--- src/dswm_pkg.sv ---
// constants, register map and carrier types for the device sleep/wake manager
// assumes a single-clock host controller with one managed device
package dswm_pkg;
    // how many consecutive MMCs carry a Device Sleep IE or Work IE
    localparam logic [1:0] DSWM_IE_REPEAT = 2'h3;
    // register byte offsets on the Avalon-MM slave
    localparam logic [3:0] DSWM_REG_CTRL = 4'h0;
    localparam logic [3:0] DSWM_REG_STATUS = 4'h4;
    localparam logic [3:0] DSWM_REG_INTERVAL = 4'h8;
    localparam logic [3:0] DSWM_REG_TIMING = 4'hC;
    // control fields
    localparam int DSWM_CTRL_SLEEP_CMD = 0;
    localparam int DSWM_CTRL_STRICT = 1;
    // status fields
    localparam int DSWM_STS_VIEW_SLEEP = 4;
    localparam int DSWM_STS_TRUST_LOST = 5;
    localparam int DSWM_STS_CMD_PEND = 6;
    localparam int DSWM_STS_SCHED_OK = 7;
    // reset values
    localparam logic [15:0] DSWM_INTERVAL_RST = 16'h0010;
    localparam logic [15:0] DSWM_IDLE_RST = 16'h0004;
    localparam logic [15:0] DSWM_LAT_RST = 16'h0010;
    localparam logic [31:0] DSWM_ZERO = 32'h0000_0000;

    typedef enum logic [2:0] {
        DSWM_AWAKE,
        DSWM_DIRECT,
        DSWM_HSLEEP,
        DSWM_RESP,
        DSWM_DSLEEP,
        DSWM_UNAUTH
    } dswm_state_t;

    // notifications received from the device, one-cycle pulses
    typedef struct packed {
        logic sleep;
        logic going;
        logic alive;
        logic reconnect;
    } dswm_ntf_t;

    // information elements to place in the next MMC
    typedef struct packed {
        logic sleep_en;
        logic [15:0] sleep_mmcs;
        logic work_en;
        logic work;
        logic conn_ack;
        logic master_wp;
    } dswm_ie_t;
endpackage : dswm_pkg

--- src/dswm_manager.sv ---
// host-side sleep/wake tracking for one device, with Avalon-MM control registers
// assumes MMC ends, notifications and app state come from logic on CLK_SYS
//
// Operation
// - host directs sleep by placing Device Sleep IE in three consecutive MMCs.
// - each Device Sleep IE names the device and its sleep length.
// - strict flag forces wake latency on every sleep IE, and idle timeout only when directing from awake; else software chooses.
// - host treats device asleep from last IE MMC until interval ends.
// - no transactions scheduled while host views the device asleep.
// - host flags Work Pending in Master MMC, also for sleeping devices.
// - sleeping device polls by sleep notification; host may re-direct sleep.
// - Reconnect Request gets Connect Acknowledge; schedule after re-authentication.
// - DN_Alive before TrustTimeout lets host schedule pending transactions.
// - host marks awake on DN_Alive/Reconnect, or directed interval end.
// - host answers DN_Sleep with Work IE thrice; No Work unless real work.
// - going-to-sleep always means asleep; want-to-sleep only with No Work.
`timescale 1ns/1ps
module dswm_manager
    import dswm_pkg::*;
(
    input wire logic CLK_SYS,
    input wire logic RST_B,
    input wire logic [3:0] AVS_ADDRESS,
    input wire logic AVS_READ,
    input wire logic AVS_WRITE,
    input wire logic [31:0] AVS_WRITEDATA,
    output logic [31:0] AVS_READDATA,
    output logic AVS_WAITREQUEST,
    input wire logic MMC_END,
    input wire dswm_pkg::dswm_ntf_t NTF,
    input wire logic APP_WORK,
    input wire logic XACT_DONE,
    input wire logic TRUST_TMO,
    input wire logic AUTH_DONE,
    output dswm_pkg::dswm_ie_t IE,
    output logic SCHED_OK,
    output logic VIEW_SLEEP
);
    import dswm_pkg::*;

    dswm_state_t state;
    dswm_state_t next_state;
    logic [1:0] rep;
    logic [15:0] cnt;
    logic [15:0] sleep_len;
    logic [15:0] idle_cnt;
    logic [15:0] interval;
    logic [15:0] idle_to;
    logic [15:0] wake_lat;
    logic strict;
    logic cmd_pend;
    logic trust_lost;
    logic going;
    logic work_l;
    logic with_sleep;
    logic acc;
    logic wr_ok;
    logic set_cmd;
    logic cmd_taken;
    logic can_direct;
    logic rep_last;
    logic [15:0] next_len;
    logic view;

    // bus handshake: one wait cycle, then the access completes
    assign acc = AVS_READ | AVS_WRITE;
    assign wr_ok = AVS_WRITE & ~AVS_WAITREQUEST;
    assign set_cmd = wr_ok && AVS_ADDRESS == DSWM_REG_CTRL && AVS_WRITEDATA[DSWM_CTRL_SLEEP_CMD];
    always_ff @(posedge CLK_SYS or negedge RST_B)
    begin
        if (!RST_B)
            AVS_WAITREQUEST <= 1'b1;
        else
            AVS_WAITREQUEST <= ~(acc & AVS_WAITREQUEST);
    end

    // configuration registers
    always_ff @(posedge CLK_SYS or negedge RST_B)
    begin
        if (!RST_B)
        begin
            strict <= 1'b0;
            interval <= DSWM_INTERVAL_RST;
            idle_to <= DSWM_IDLE_RST;
            wake_lat <= DSWM_LAT_RST;
        end
        else if (wr_ok)
        begin
            if (AVS_ADDRESS == DSWM_REG_CTRL)
                strict <= AVS_WRITEDATA[DSWM_CTRL_STRICT];
            else if (AVS_ADDRESS == DSWM_REG_INTERVAL)
                interval <= AVS_WRITEDATA[15:0];
            else if (AVS_ADDRESS == DSWM_REG_TIMING)
            begin
                idle_to <= AVS_WRITEDATA[15:0];
                wake_lat <= AVS_WRITEDATA[31:16];
            end
        end
    end

    // read data latched in the wait cycle so it stands when waitrequest drops
    always_ff @(posedge CLK_SYS or negedge RST_B)
    begin
        if (!RST_B)
            AVS_READDATA <= DSWM_ZERO;
        else if (AVS_READ & AVS_WAITREQUEST)
        begin
            if (AVS_ADDRESS == DSWM_REG_CTRL)
                AVS_READDATA <= {30'h0000_0000, strict, cmd_pend};
            else if (AVS_ADDRESS == DSWM_REG_STATUS)
                AVS_READDATA <= {24'h00_0000, SCHED_OK, cmd_pend, trust_lost, VIEW_SLEEP,
                    1'b0, state};
            else if (AVS_ADDRESS == DSWM_REG_INTERVAL)
                AVS_READDATA <= {16'h0000, interval};
            else if (AVS_ADDRESS == DSWM_REG_TIMING)
                AVS_READDATA <= {wake_lat, idle_to};
            else
                AVS_READDATA <= DSWM_ZERO;
        end
    end

    // idle time in MMCs since the last transaction with the device
    always_ff @(posedge CLK_SYS or negedge RST_B)
    begin
        if (!RST_B)
            idle_cnt <= 16'h0000;
        else if (XACT_DONE)
            idle_cnt <= 16'h0000;
        else if (MMC_END && idle_cnt != 16'hFFFF)
            idle_cnt <= idle_cnt + 16'h0001;
    end

    // command is used up only on the entry edge that carries it out; a level
    // clear would swallow a request written while an answer is still running
    assign cmd_taken = (next_state == DSWM_DIRECT && state != DSWM_DIRECT)
        || (next_state == DSWM_RESP && state != DSWM_RESP && !APP_WORK);

    // sleep command: a new request wins over the clear on entry
    always_ff @(posedge CLK_SYS or negedge RST_B)
    begin
        if (!RST_B)
            cmd_pend <= 1'b0;
        else
            cmd_pend <= set_cmd | (cmd_pend & ~cmd_taken);
    end

    // trust loss sticks until the device reconnects; a new timeout wins
    always_ff @(posedge CLK_SYS or negedge RST_B)
    begin
        if (!RST_B)
            trust_lost <= 1'b0;
        else
            trust_lost <= TRUST_TMO | (trust_lost & ~NTF.reconnect);
    end

    // strict mode waits for idle timeout and uses wake latency as the length
    assign can_direct = cmd_pend && (!strict || idle_cnt >= idle_to);
    assign next_len = strict ? wake_lat : interval;
    assign rep_last = MMC_END && rep == DSWM_IE_REPEAT - 2'h1;

    // power state as the host sees it
    always_comb
    begin
        next_state = state;
        if (NTF.reconnect)
            next_state = DSWM_UNAUTH;
        else
        begin
            case (state)
                DSWM_AWAKE:
                    if (NTF.sleep)
                        next_state = DSWM_RESP;
                    else if (can_direct)
                        next_state = DSWM_DIRECT;
                DSWM_DIRECT:
                    if (rep_last)
                        next_state = DSWM_HSLEEP;
                DSWM_HSLEEP:
                    if (NTF.alive)
                        next_state = DSWM_AWAKE;
                    else if (NTF.sleep)
                        next_state = DSWM_RESP;
                    else if (MMC_END && cnt == 16'h0000)
                        next_state = DSWM_AWAKE;
                DSWM_RESP:
                    if (rep_last)
                    begin
                        if (with_sleep)
                            next_state = DSWM_HSLEEP;
                        else if (going || !work_l)
                            next_state = DSWM_DSLEEP;
                        else
                            next_state = DSWM_AWAKE;
                    end
                DSWM_DSLEEP:
                    if (NTF.alive && !trust_lost)
                        next_state = DSWM_AWAKE;
                    else if (NTF.sleep)
                        next_state = DSWM_RESP;
                DSWM_UNAUTH:
                    if (AUTH_DONE)
                        next_state = DSWM_AWAKE;
                default:
                    next_state = DSWM_AWAKE;
            endcase
        end
    end

    // state, repeat counter, interval counter and response latches
    always_ff @(posedge CLK_SYS or negedge RST_B)
    begin
        if (!RST_B)
        begin
            state <= DSWM_AWAKE;
            rep <= 2'h0;
            cnt <= 16'h0000;
            sleep_len <= 16'h0000;
            going <= 1'b0;
            work_l <= 1'b0;
            with_sleep <= 1'b0;
        end
        else
        begin
            state <= next_state;
            if (next_state != state)
                rep <= 2'h0;
            else if (MMC_END)
                rep <= rep + 2'h1;
            if (next_state == DSWM_HSLEEP && state != DSWM_HSLEEP)
                cnt <= sleep_len;
            else if (state == DSWM_HSLEEP && MMC_END && cnt != 16'h0000)
                cnt <= cnt - 16'h0001;
            if (next_state == DSWM_RESP && state != DSWM_RESP)
            begin
                going <= NTF.going;
                work_l <= APP_WORK;
                with_sleep <= cmd_pend & ~APP_WORK;
                sleep_len <= next_len;
            end
            else if (next_state == DSWM_DIRECT && state != DSWM_DIRECT)
                sleep_len <= next_len;
        end
    end

    // host view of sleep; a going-to-sleep answer period already counts
    assign view = state == DSWM_HSLEEP || state == DSWM_DSLEEP
        || (state == DSWM_RESP && (going || !work_l));

    // outputs registered from the current state and the inputs, one cycle behind them
    always_ff @(posedge CLK_SYS or negedge RST_B)
    begin
        if (!RST_B)
        begin
            IE <= '0;
            SCHED_OK <= 1'b0;
            VIEW_SLEEP <= 1'b0;
        end
        else
        begin
            IE.sleep_en <= state == DSWM_DIRECT || (state == DSWM_RESP && with_sleep);
            IE.sleep_mmcs <= sleep_len;
            IE.work_en <= state == DSWM_RESP;
            IE.work <= work_l;
            IE.conn_ack <= NTF.reconnect;
            IE.master_wp <= APP_WORK;
            SCHED_OK <= !view && state != DSWM_UNAUTH;
            VIEW_SLEEP <= view;
        end
    end

    // checks on the behaviour above
    chk_no_sched_asleep: assert property (@(posedge CLK_SYS) disable iff (!RST_B)
        VIEW_SLEEP |-> !SCHED_OK)
        else $error("scheduling allowed while device viewed asleep");
    chk_sleep_ie_len: assert property (@(posedge CLK_SYS) disable iff (!RST_B)
        IE.sleep_en |-> IE.sleep_mmcs == $past(sleep_len))
        else $error("sleep IE length differs from latched length");
    chk_direct_three: assert property (@(posedge CLK_SYS) disable iff (!RST_B)
        state == DSWM_DIRECT && rep_last && !NTF.reconnect
        |=> state == DSWM_HSLEEP ##1 !IE.sleep_en)
        else $error("directed sleep did not end after three MMCs");
    chk_master_wp: assert property (@(posedge CLK_SYS) disable iff (!RST_B)
        APP_WORK && view |=> IE.master_wp)
        else $error("work pending not flagged for sleeping device");
    chk_alive_wakes: assert property (@(posedge CLK_SYS) disable iff (!RST_B)
        state == DSWM_HSLEEP && NTF.alive && !NTF.reconnect
        |=> state == DSWM_AWAKE ##1 !VIEW_SLEEP)
        else $error("DN_Alive did not end host-directed sleep");
    chk_reconnect_ack: assert property (@(posedge CLK_SYS) disable iff (!RST_B)
        NTF.reconnect |=> IE.conn_ack && state == DSWM_UNAUTH ##1 !SCHED_OK)
        else $error("reconnect not acknowledged or scheduled too early");
    chk_interval_end: assert property (@(posedge CLK_SYS) disable iff (!RST_B)
        state == DSWM_HSLEEP && MMC_END && cnt == 16'h0000 && !NTF.sleep && !NTF.reconnect
        |=> state == DSWM_AWAKE)
        else $error("host-directed sleep outlived its interval");
    chk_work_answer: assert property (@(posedge CLK_SYS) disable iff (!RST_B)
        state == DSWM_AWAKE && NTF.sleep && !NTF.reconnect
        |=> ##1 IE.work_en && IE.work == $past(APP_WORK, 2))
        else $error("Work IE does not report queued work");
    chk_strict_len: assert property (@(posedge CLK_SYS) disable iff (!RST_B)
        $rose(state == DSWM_DIRECT) && strict && $stable(strict) |-> sleep_len == $past(wake_lat))
        else $error("strict sleep length is not the wake latency");
    chk_want_work: assert property (@(posedge CLK_SYS) disable iff (!RST_B)
        state == DSWM_RESP && rep_last && !going && work_l && !with_sleep && !NTF.reconnect
        |=> state == DSWM_AWAKE)
        else $error("want-to-sleep with work did not stay awake");
    chk_bus_wait: assert property (@(posedge CLK_SYS) disable iff (!RST_B)
        acc && AVS_WAITREQUEST |=> !AVS_WAITREQUEST ##1 AVS_WAITREQUEST)
        else $error("bus access not completed after one wait cycle");
endmodule : dswm_manager

--- config.mk ---
export PLATFORM = sky130hd
export DESIGN_NAME = dswm_manager
export DESIGN_NICKNAME = d
export VERILOG_FILES = /design/src/dswm_pkg.sv /design/src/dswm_manager.sv
export SDC_FILE = /design/constraint.sdc
export NUM_CORES = 1
export LEC_CHECK = 0
export BUFFER_PORTS_ARGS = -buffer_cell sky130_fd_sc_hd__buf_2
export CAP_MARGIN = 0
export CELL_PAD_IN_SITES_DETAIL_PLACEMENT = 1
export CELL_PAD_IN_SITES_GLOBAL_PLACEMENT = 1
export CORE_ASPECT_RATIO = 0.6
export CORE_MARGIN = 5
export CORE_UTILIZATION = 30
export DETAILED_ROUTE_END_ITERATION = 10
export MAX_ROUTING_LAYER = met4
export PLACE_DENSITY = 0.64
export SYNTH_ARGS = -nofsm -noshare
export SYNTH_HDL_FRONTEND = slang
export SYNTH_SLANG_ARGS = --single-unit
--- constraint.sdc ---
create_clock -name CLK_SYS -period 2.95 [get_ports CLK_SYS]
set_input_delay 0.4425 -clock CLK_SYS [delete_from_list [all_inputs] [get_ports CLK_SYS]]
set_output_delay 0.4425 -clock CLK_SYS [all_outputs]
set_load 0.01 [all_outputs]
==> Word level (Yosys, flattened, before mapping) <==
Index checks and enable logic that the tools add are counted.
{ "word_totals": {"romBits": 0, "latchBits": 0, "ramBits": 0, "memories": 0, "output_inout_bits": 56, "inputBits": 49, "elab_cells": 127, "ff_bits": 163} }
{ "op_classes": {"n_div": 0, "n_eq_ne": 18, "order_cmp": 1, "n_shift": 0, "bitwise_logic": 16, "reduce_logical": 38, "multipliers": 0, "n_addsub": 3, "n_mux": 27} }
{ "op_table": {"columns": ["cell", "n"], "rows": [
  ["2-to-1 mux 32 bit", 4],
  ["2-to-1 mux 16 bit", 7],
  ["2-to-1 mux 3 bit", 13],
  ["one-hot mux 3 bit (6 select lines)", 1],
  ["adder 16 x 1 -> 16 bit (second input constant)", 1],
  [">= comparator 16 bit", 1],
  ["logical AND 1 bit", 16],
  ["zero test 16 bit", 1],
  ["!= test 16 bit (second input constant)", 1],
  ["nonzero test 16 bit", 1],
  ["subtractor 16 x 1 -> 16 bit (second input constant)", 1],
  ["== test 3 x 2 -> 1 bit (second input constant)", 4],
  ["== test 4 bit (second input constant)", 2],
  ["nonzero test 2 bit", 4],
  ["inverter 1 bit", 7],
  ["bitwise AND 1 bit", 6],
  ["== test 3 x 1 -> 1 bit (second input constant)", 2],
  ["== test 3 bit (second input constant)", 2],
  ["logical OR 1 bit", 6],
  ["!= test 3 x 2 -> 1 bit (second input constant)", 2],
  ["zero test 1 bit", 5],
  ["== test 4 x 3 -> 1 bit (second input constant)", 1],
  ["zero test 4 bit", 1],
  ["2-to-1 mux 2 bit", 2],
  ["other kinds (10)", 12]
]} }

==> Depth between registers and ports, before layout <==
{ "logic_depth": {"word_depth": 14, "ltp_mapped": 10, "ltp_nobuf": 9} }

==> Worst setup path after synthesis <==
No wires, ideal clock.
{ "synth_timing": {"path_kind": "register to register", "start": "register idle_cnt[0]", "end": "register cnt[10]", "path_buffers": 1, "period_less_slack_ns": 2.795, "arrival_time_ns": 2.670, "path_slack_ns": 0.155, "stages_incl_launch_ff": 11, "setup_ns": 0.125, "required_time_ns": 2.825, "path_cell_list": "dfrtp_1 -> inv_1 -> ha_1 -> nand2b_1 -> a2111oi_0 -> nor3_1 -> o31a_1 -> nand2b_2 -> nor2_1 -> buf_2 -> mux2_2"} }
{ "synth_between": {"elab_chain_len": 10, "elab_cells_between_ends": 11, "classes_between": "order compare (1); eq/ne (1); mux (5); reduce/logical (4)"} }
{ "synth_rtl": {"columns": ["item", "line_no", "text"], "rows": [
  ["from (decl)", "dswm_manager.sv:46", "logic [15:0] idle_cnt;"],
  ["from (signal assigned)", "dswm_manager.sv:130", "idle_cnt <= idle_cnt + 16'h0001;"],
  [">= comparator 16 bit (*)", "dswm_manager.sv:157", "assign can_direct = cmd_pend && (!strict || idle_cnt >= idle_to);"],
  ["logical OR 1 bit (*)", "dswm_manager.sv:157", null],
  ["logical AND 1 bit (*)", "dswm_manager.sv:157", null],
  ["2-to-1 mux 3 bit (*)", "dswm_manager.sv:173", "else if (can_direct)"],
  ["2-to-1 mux 3 bit (*)", "dswm_manager.sv:171", "if (NTF.sleep)"],
  ["one-hot mux 3 bit (6 select lines) (*)", "dswm_manager.sv:169", "case (state)"],
  ["2-to-1 mux 3 bit (*)", "dswm_manager.sv:165", "if (NTF.reconnect)"],
  ["== test 3 x 2 -> 1 bit (*)", "dswm_manager.sv:229", "if (next_state == DSWM_HSLEEP && state != DSWM_HSLEEP)"],
  ["logical AND 1 bit (*)", "dswm_manager.sv:229", null],
  ["2-to-1 mux 16 bit / nonzero test 2 bit (equally long branches)", null, null],
  ["to (signal assigned)", "dswm_manager.sv:230", "cnt <= sleep_len;"],
  ["to (signal assigned)", "dswm_manager.sv:232", "cnt <= cnt - 16'h0001;"],
  ["to (decl)", "dswm_manager.sv:44", "logic [15:0] cnt;"]
]} }
Mark *: on every way between the ends. The rest lies on a longest branch, timed or not.
A chain may end at the register's enable or synchronous reset.

==> Worst setup path after layout <==
{ "layout_timing": {"start": "register idle_cnt[0]", "end": "register cnt[11]"} }
The elaborated chain is that of the path after synthesis.

==> run_results.csv <==
group,metric,value,unit
outcome,outcome,"complete, no violations",
logic_synthesis,yosysWarnings,0,
cells_and_area,final_core_util,37.35,%
worst_setup_path,startpoint_type,"flip-flop",
logic_synthesis,synth_top_area_share,53.17,%
worst_setup_path,slowest_delay,0.40,ns
global_routing,grt_max_degree,73,
clocking,cts_num_sinks,163,
worst_setup_path,worstSetupPathType,"flip-flop to flip-flop",
clocking,tritoncts,"done",
timing,report.final.slew_viol_count,0,
detailed_routing,dr.first_iter.drc_count,389,
placed_design,io_buffers,104,
logic_synthesis,synth_ff_type,"dfrtp_1",
timing,fin_hold_ws,0.009372,ns
logic_synthesis,synthMostInstantiatedCell,"dfrtp_1",
global_routing,grt_pass1_vias,5553,
clocking,clock_latency,0.43,ns
global_routing,grt-ovfl-total,0,
placed_design,dpl.hpwl,15.69,mm
cells_and_area,drive_above_1_share,37.33,%
timing,timing.final.crit_period,2.783,ns
logic_synthesis,synth_nets,677,
worst_setup_path,crit_start,"idle_cnt[0]$_DFFE_PN0P_",
worst_setup_path,cp_cell_sequence,"inv_1 -> ha_1 -> nand2b_1 -> a2111oi_2 -> nor3_1 -> o31a_1 -> nand2b_2 -> nor2_1 -> buf_12 -> mux2_2",
logic_synthesis,yosysTopAreaCell,"dfrtp_1",
detailed_routing,wirelength,21.37,mm
clocking,numCtsBuffers,17,
worst_setup_path,timing.rr.start,"idle_cnt[0]$_DFFE_PN0P_",
global_routing,grt_pass1_wl,34.11,mm
clocking,clockRootBuffer,"clkbuf_16",
floorplanning,ios,105,
worst_setup_path,required,3.26,ns
floorplanning,die_y,132.3,um
timing,fmax,359.3,MHz
detailed_routing,post_drt_via_cell_ratio,4.900,
timing,hold_viol,0,
logic_synthesis,synthArstFlopShare,100.0,%
floorplanning,die_w,213.9,um
detailed_routing,via_count,5219,
logic_synthesis,yosys-top-cells-count,"159 x dfrtp_1, 97 x mux2_2, 41 x nand2_1",
worst_setup_path,worstSetupEndpointType,"flip-flop",
hold_path,hold_class,"input port to async pin",
worst_setup_path,worst-r2r-cell-count,10,
detailed_routing,routedWlPerCell,20.07,um
detailed_routing,dr.pass1.iters,4,
clocking,clk_pin_slew_worst_paths,0.07,ns
floorplanning,fp-row-count,44,
worst_setup_path,crit_slowest_cell,"a2111oi_2",
power,leakagePower,4.407,nW
cells_and_area,nets,797,
timing,rsz0062_at_grt,"false",
run,maxCapViolCount,0,
logic_synthesis,ys_seq_area_share,54.57,%
timing,final.setup_skew,0.01151,ns
worst_setup_path,worstPathMaxFanout,16,
floorplanning,coreArea,24390,um^2
detailed_routing,drc_errors,0,
global_routing,grtUsageTotal,15.97,%
worst_setup_path,cp.arrival,3.09,ns
clocking,cts_hold_buf,0,
timing,final.setup.tns,0,ns
logic_synthesis,syn_inst,609,
detailed_routing,antenna_left,0,
timing,tightestPinTransition,0.7871,ns
cells_and_area,syn2layout_area_growth,21.74,%
floorplanning,die_area,28310,um^2
logic_synthesis,synthTopCellsByArea,"dfrtp_1 53%, mux2_2 15%, ha_1 3.2%",
global_routing,antenna_found_initial,1,
logic_synthesis,synth_cell_types,55,
worst_setup_path,rr_endpoint,"cnt[11]$_DFFE_PN0P_",
timing,finalSetupViolations,0,
clocking,cts_max_level,4,
logic_synthesis,synth_edf_count,0,
placed_design,gp_congestion,0.8638,
worst_setup_path,crit_end,"cnt[11]$_DFFE_PN0P_",
logic_synthesis,syn_area,7483,um^2
logic_synthesis,avgSynthCellArea,12.29,um^2
timing,post-route-period-util,94.34,%
floorplanning,start_util,30.68,%
logic_synthesis,ys_ff_latch,163,
power,power_density,748.6,nW/um^2
worst_setup_path,rrSetupSlack,0.17,ns
timing,slew-limit-headroom,47.04,%
clocking,cts_buffer_depth,2,
power,max-vdd-ir-drop,384.9,uV
-- flip-flops by register name, summed over array words and instances (netlist names), 3 cells and up --
name / count
interval: 16
cnt: 16
AVS_READDATA: 32
state: 3
IE: 21
sleep_len: 16
idle_to: 16
wake_lat: 16
idle_cnt: 16
-- cell usage in the layout, fill, tap and decap left out, types with 17 or more instances in the layout --
master / n
dfrtp_1: 159
buf_2: 103
mux2_2: 97
nand2_1: 41
nor2_1: 34
inv_1: 32
ha_1: 19
a22o_1: 18
clkbuf_16: 17
buf_4: 17
-- metal layers --
metal	global-route usage (%)	vias to the layer above	part of all wire (%)
met5	-	-	0
met4	3.683	0	0.98
met3	4.269	14	5.2
met2	20.54	125	39
met1	24.56	2649	54
li1	-	2431	-
-- area by class of cell --
class                      instances  area (um^2)
clock buffer                      21        460.4
clock inverter                    11        127.6
antenna                            1        2.502
timing repair buffer             124        714.4
fill                            2652        15280
sequential                       163         4084
inverter                          32        120.1
tap                              322        402.9
multi-input combinational        391         3198
-- worst max-delay path, delay by kind of cell (launching register included) --
| family | cells | cell delay [ns] |
|---|---|---|
| DFF | 1 | 0.37 |
| adders and majority gates | 1 | 0.28 |
| and+or+nand+nor | 4 | 0.71 |
| muxes | 1 | 0.34 |
| AOI/OAI and AO/OA | 2 | 0.67 |
| buffers and inverters | 2 | 0.27 |
-- report_power, final --
group,internal (mW),switching [mW]
logic,0.752,0.725
clock network,1.30,0.941
registers,2.70,0.402
-- cell families (layout without fill, tap and decap cells) --
kind of cell / count (synthesis) / count (layout) / synth area share [%]
DFF: 163 / 163 / 54.57
AOI/OAI and AO/OA: 88 / 88 / 8.861
and+or+nand+nor: 139 / 139 / 9.213
muxes: 117 / 117 / 17.87
other: 0 / 1 / 0
buffers and inverters: 55 / 188 / 2.926
xor gates and xnor gates: 28 / 28 / 3.377
adders and majority gates: 19 / 19 / 3.177
-- stage by stage --
stage                     area (um^2)  cells  setup slack, ns  power (mW)
after floorplan                  7483    609           0.1551       3.970
after global placement           8507   1032           0.2476       4.567
after detailed placement         8507   1032           0.1159       4.603
after CTS                        9095   1064          0.01996       6.896
after global routing             9110   1065          0.04551       7.198
final                            9110   1065           0.1669       6.820
-- worst min path at each step --
| stage | from | end | cells past startpoint |
|---|---|---|---|
| floorplan | RST_B | AVS_READDATA[0]$_DFFE_PN0P_ | 0 |
| global placement | work_l$_DFFE_PN0P_ | IE[2]$_DFF_PN0_ | 0 |
| detailed placement | work_l$_DFFE_PN0P_ | IE[2]$_DFF_PN0_ | 0 |
| CTS | RST_B | AVS_READDATA[7]$_DFFE_PN0P_ | 1 |
| global route | RST_B | idle_cnt[1]$_DFFE_PN0P_ | 1 |
| finish | RST_B | AVS_READDATA[7]$_DFFE_PN0P_ | 1 |
-- repair_timing --
| action | CTS | global route |
|---|---|---|
| endpoints found under the setup margin | 0 | 32 |
| gates resized for setup | 0 | 3 |
| buffers inserted | 0 | 0 |
Power figures use the tool's default switching activity.
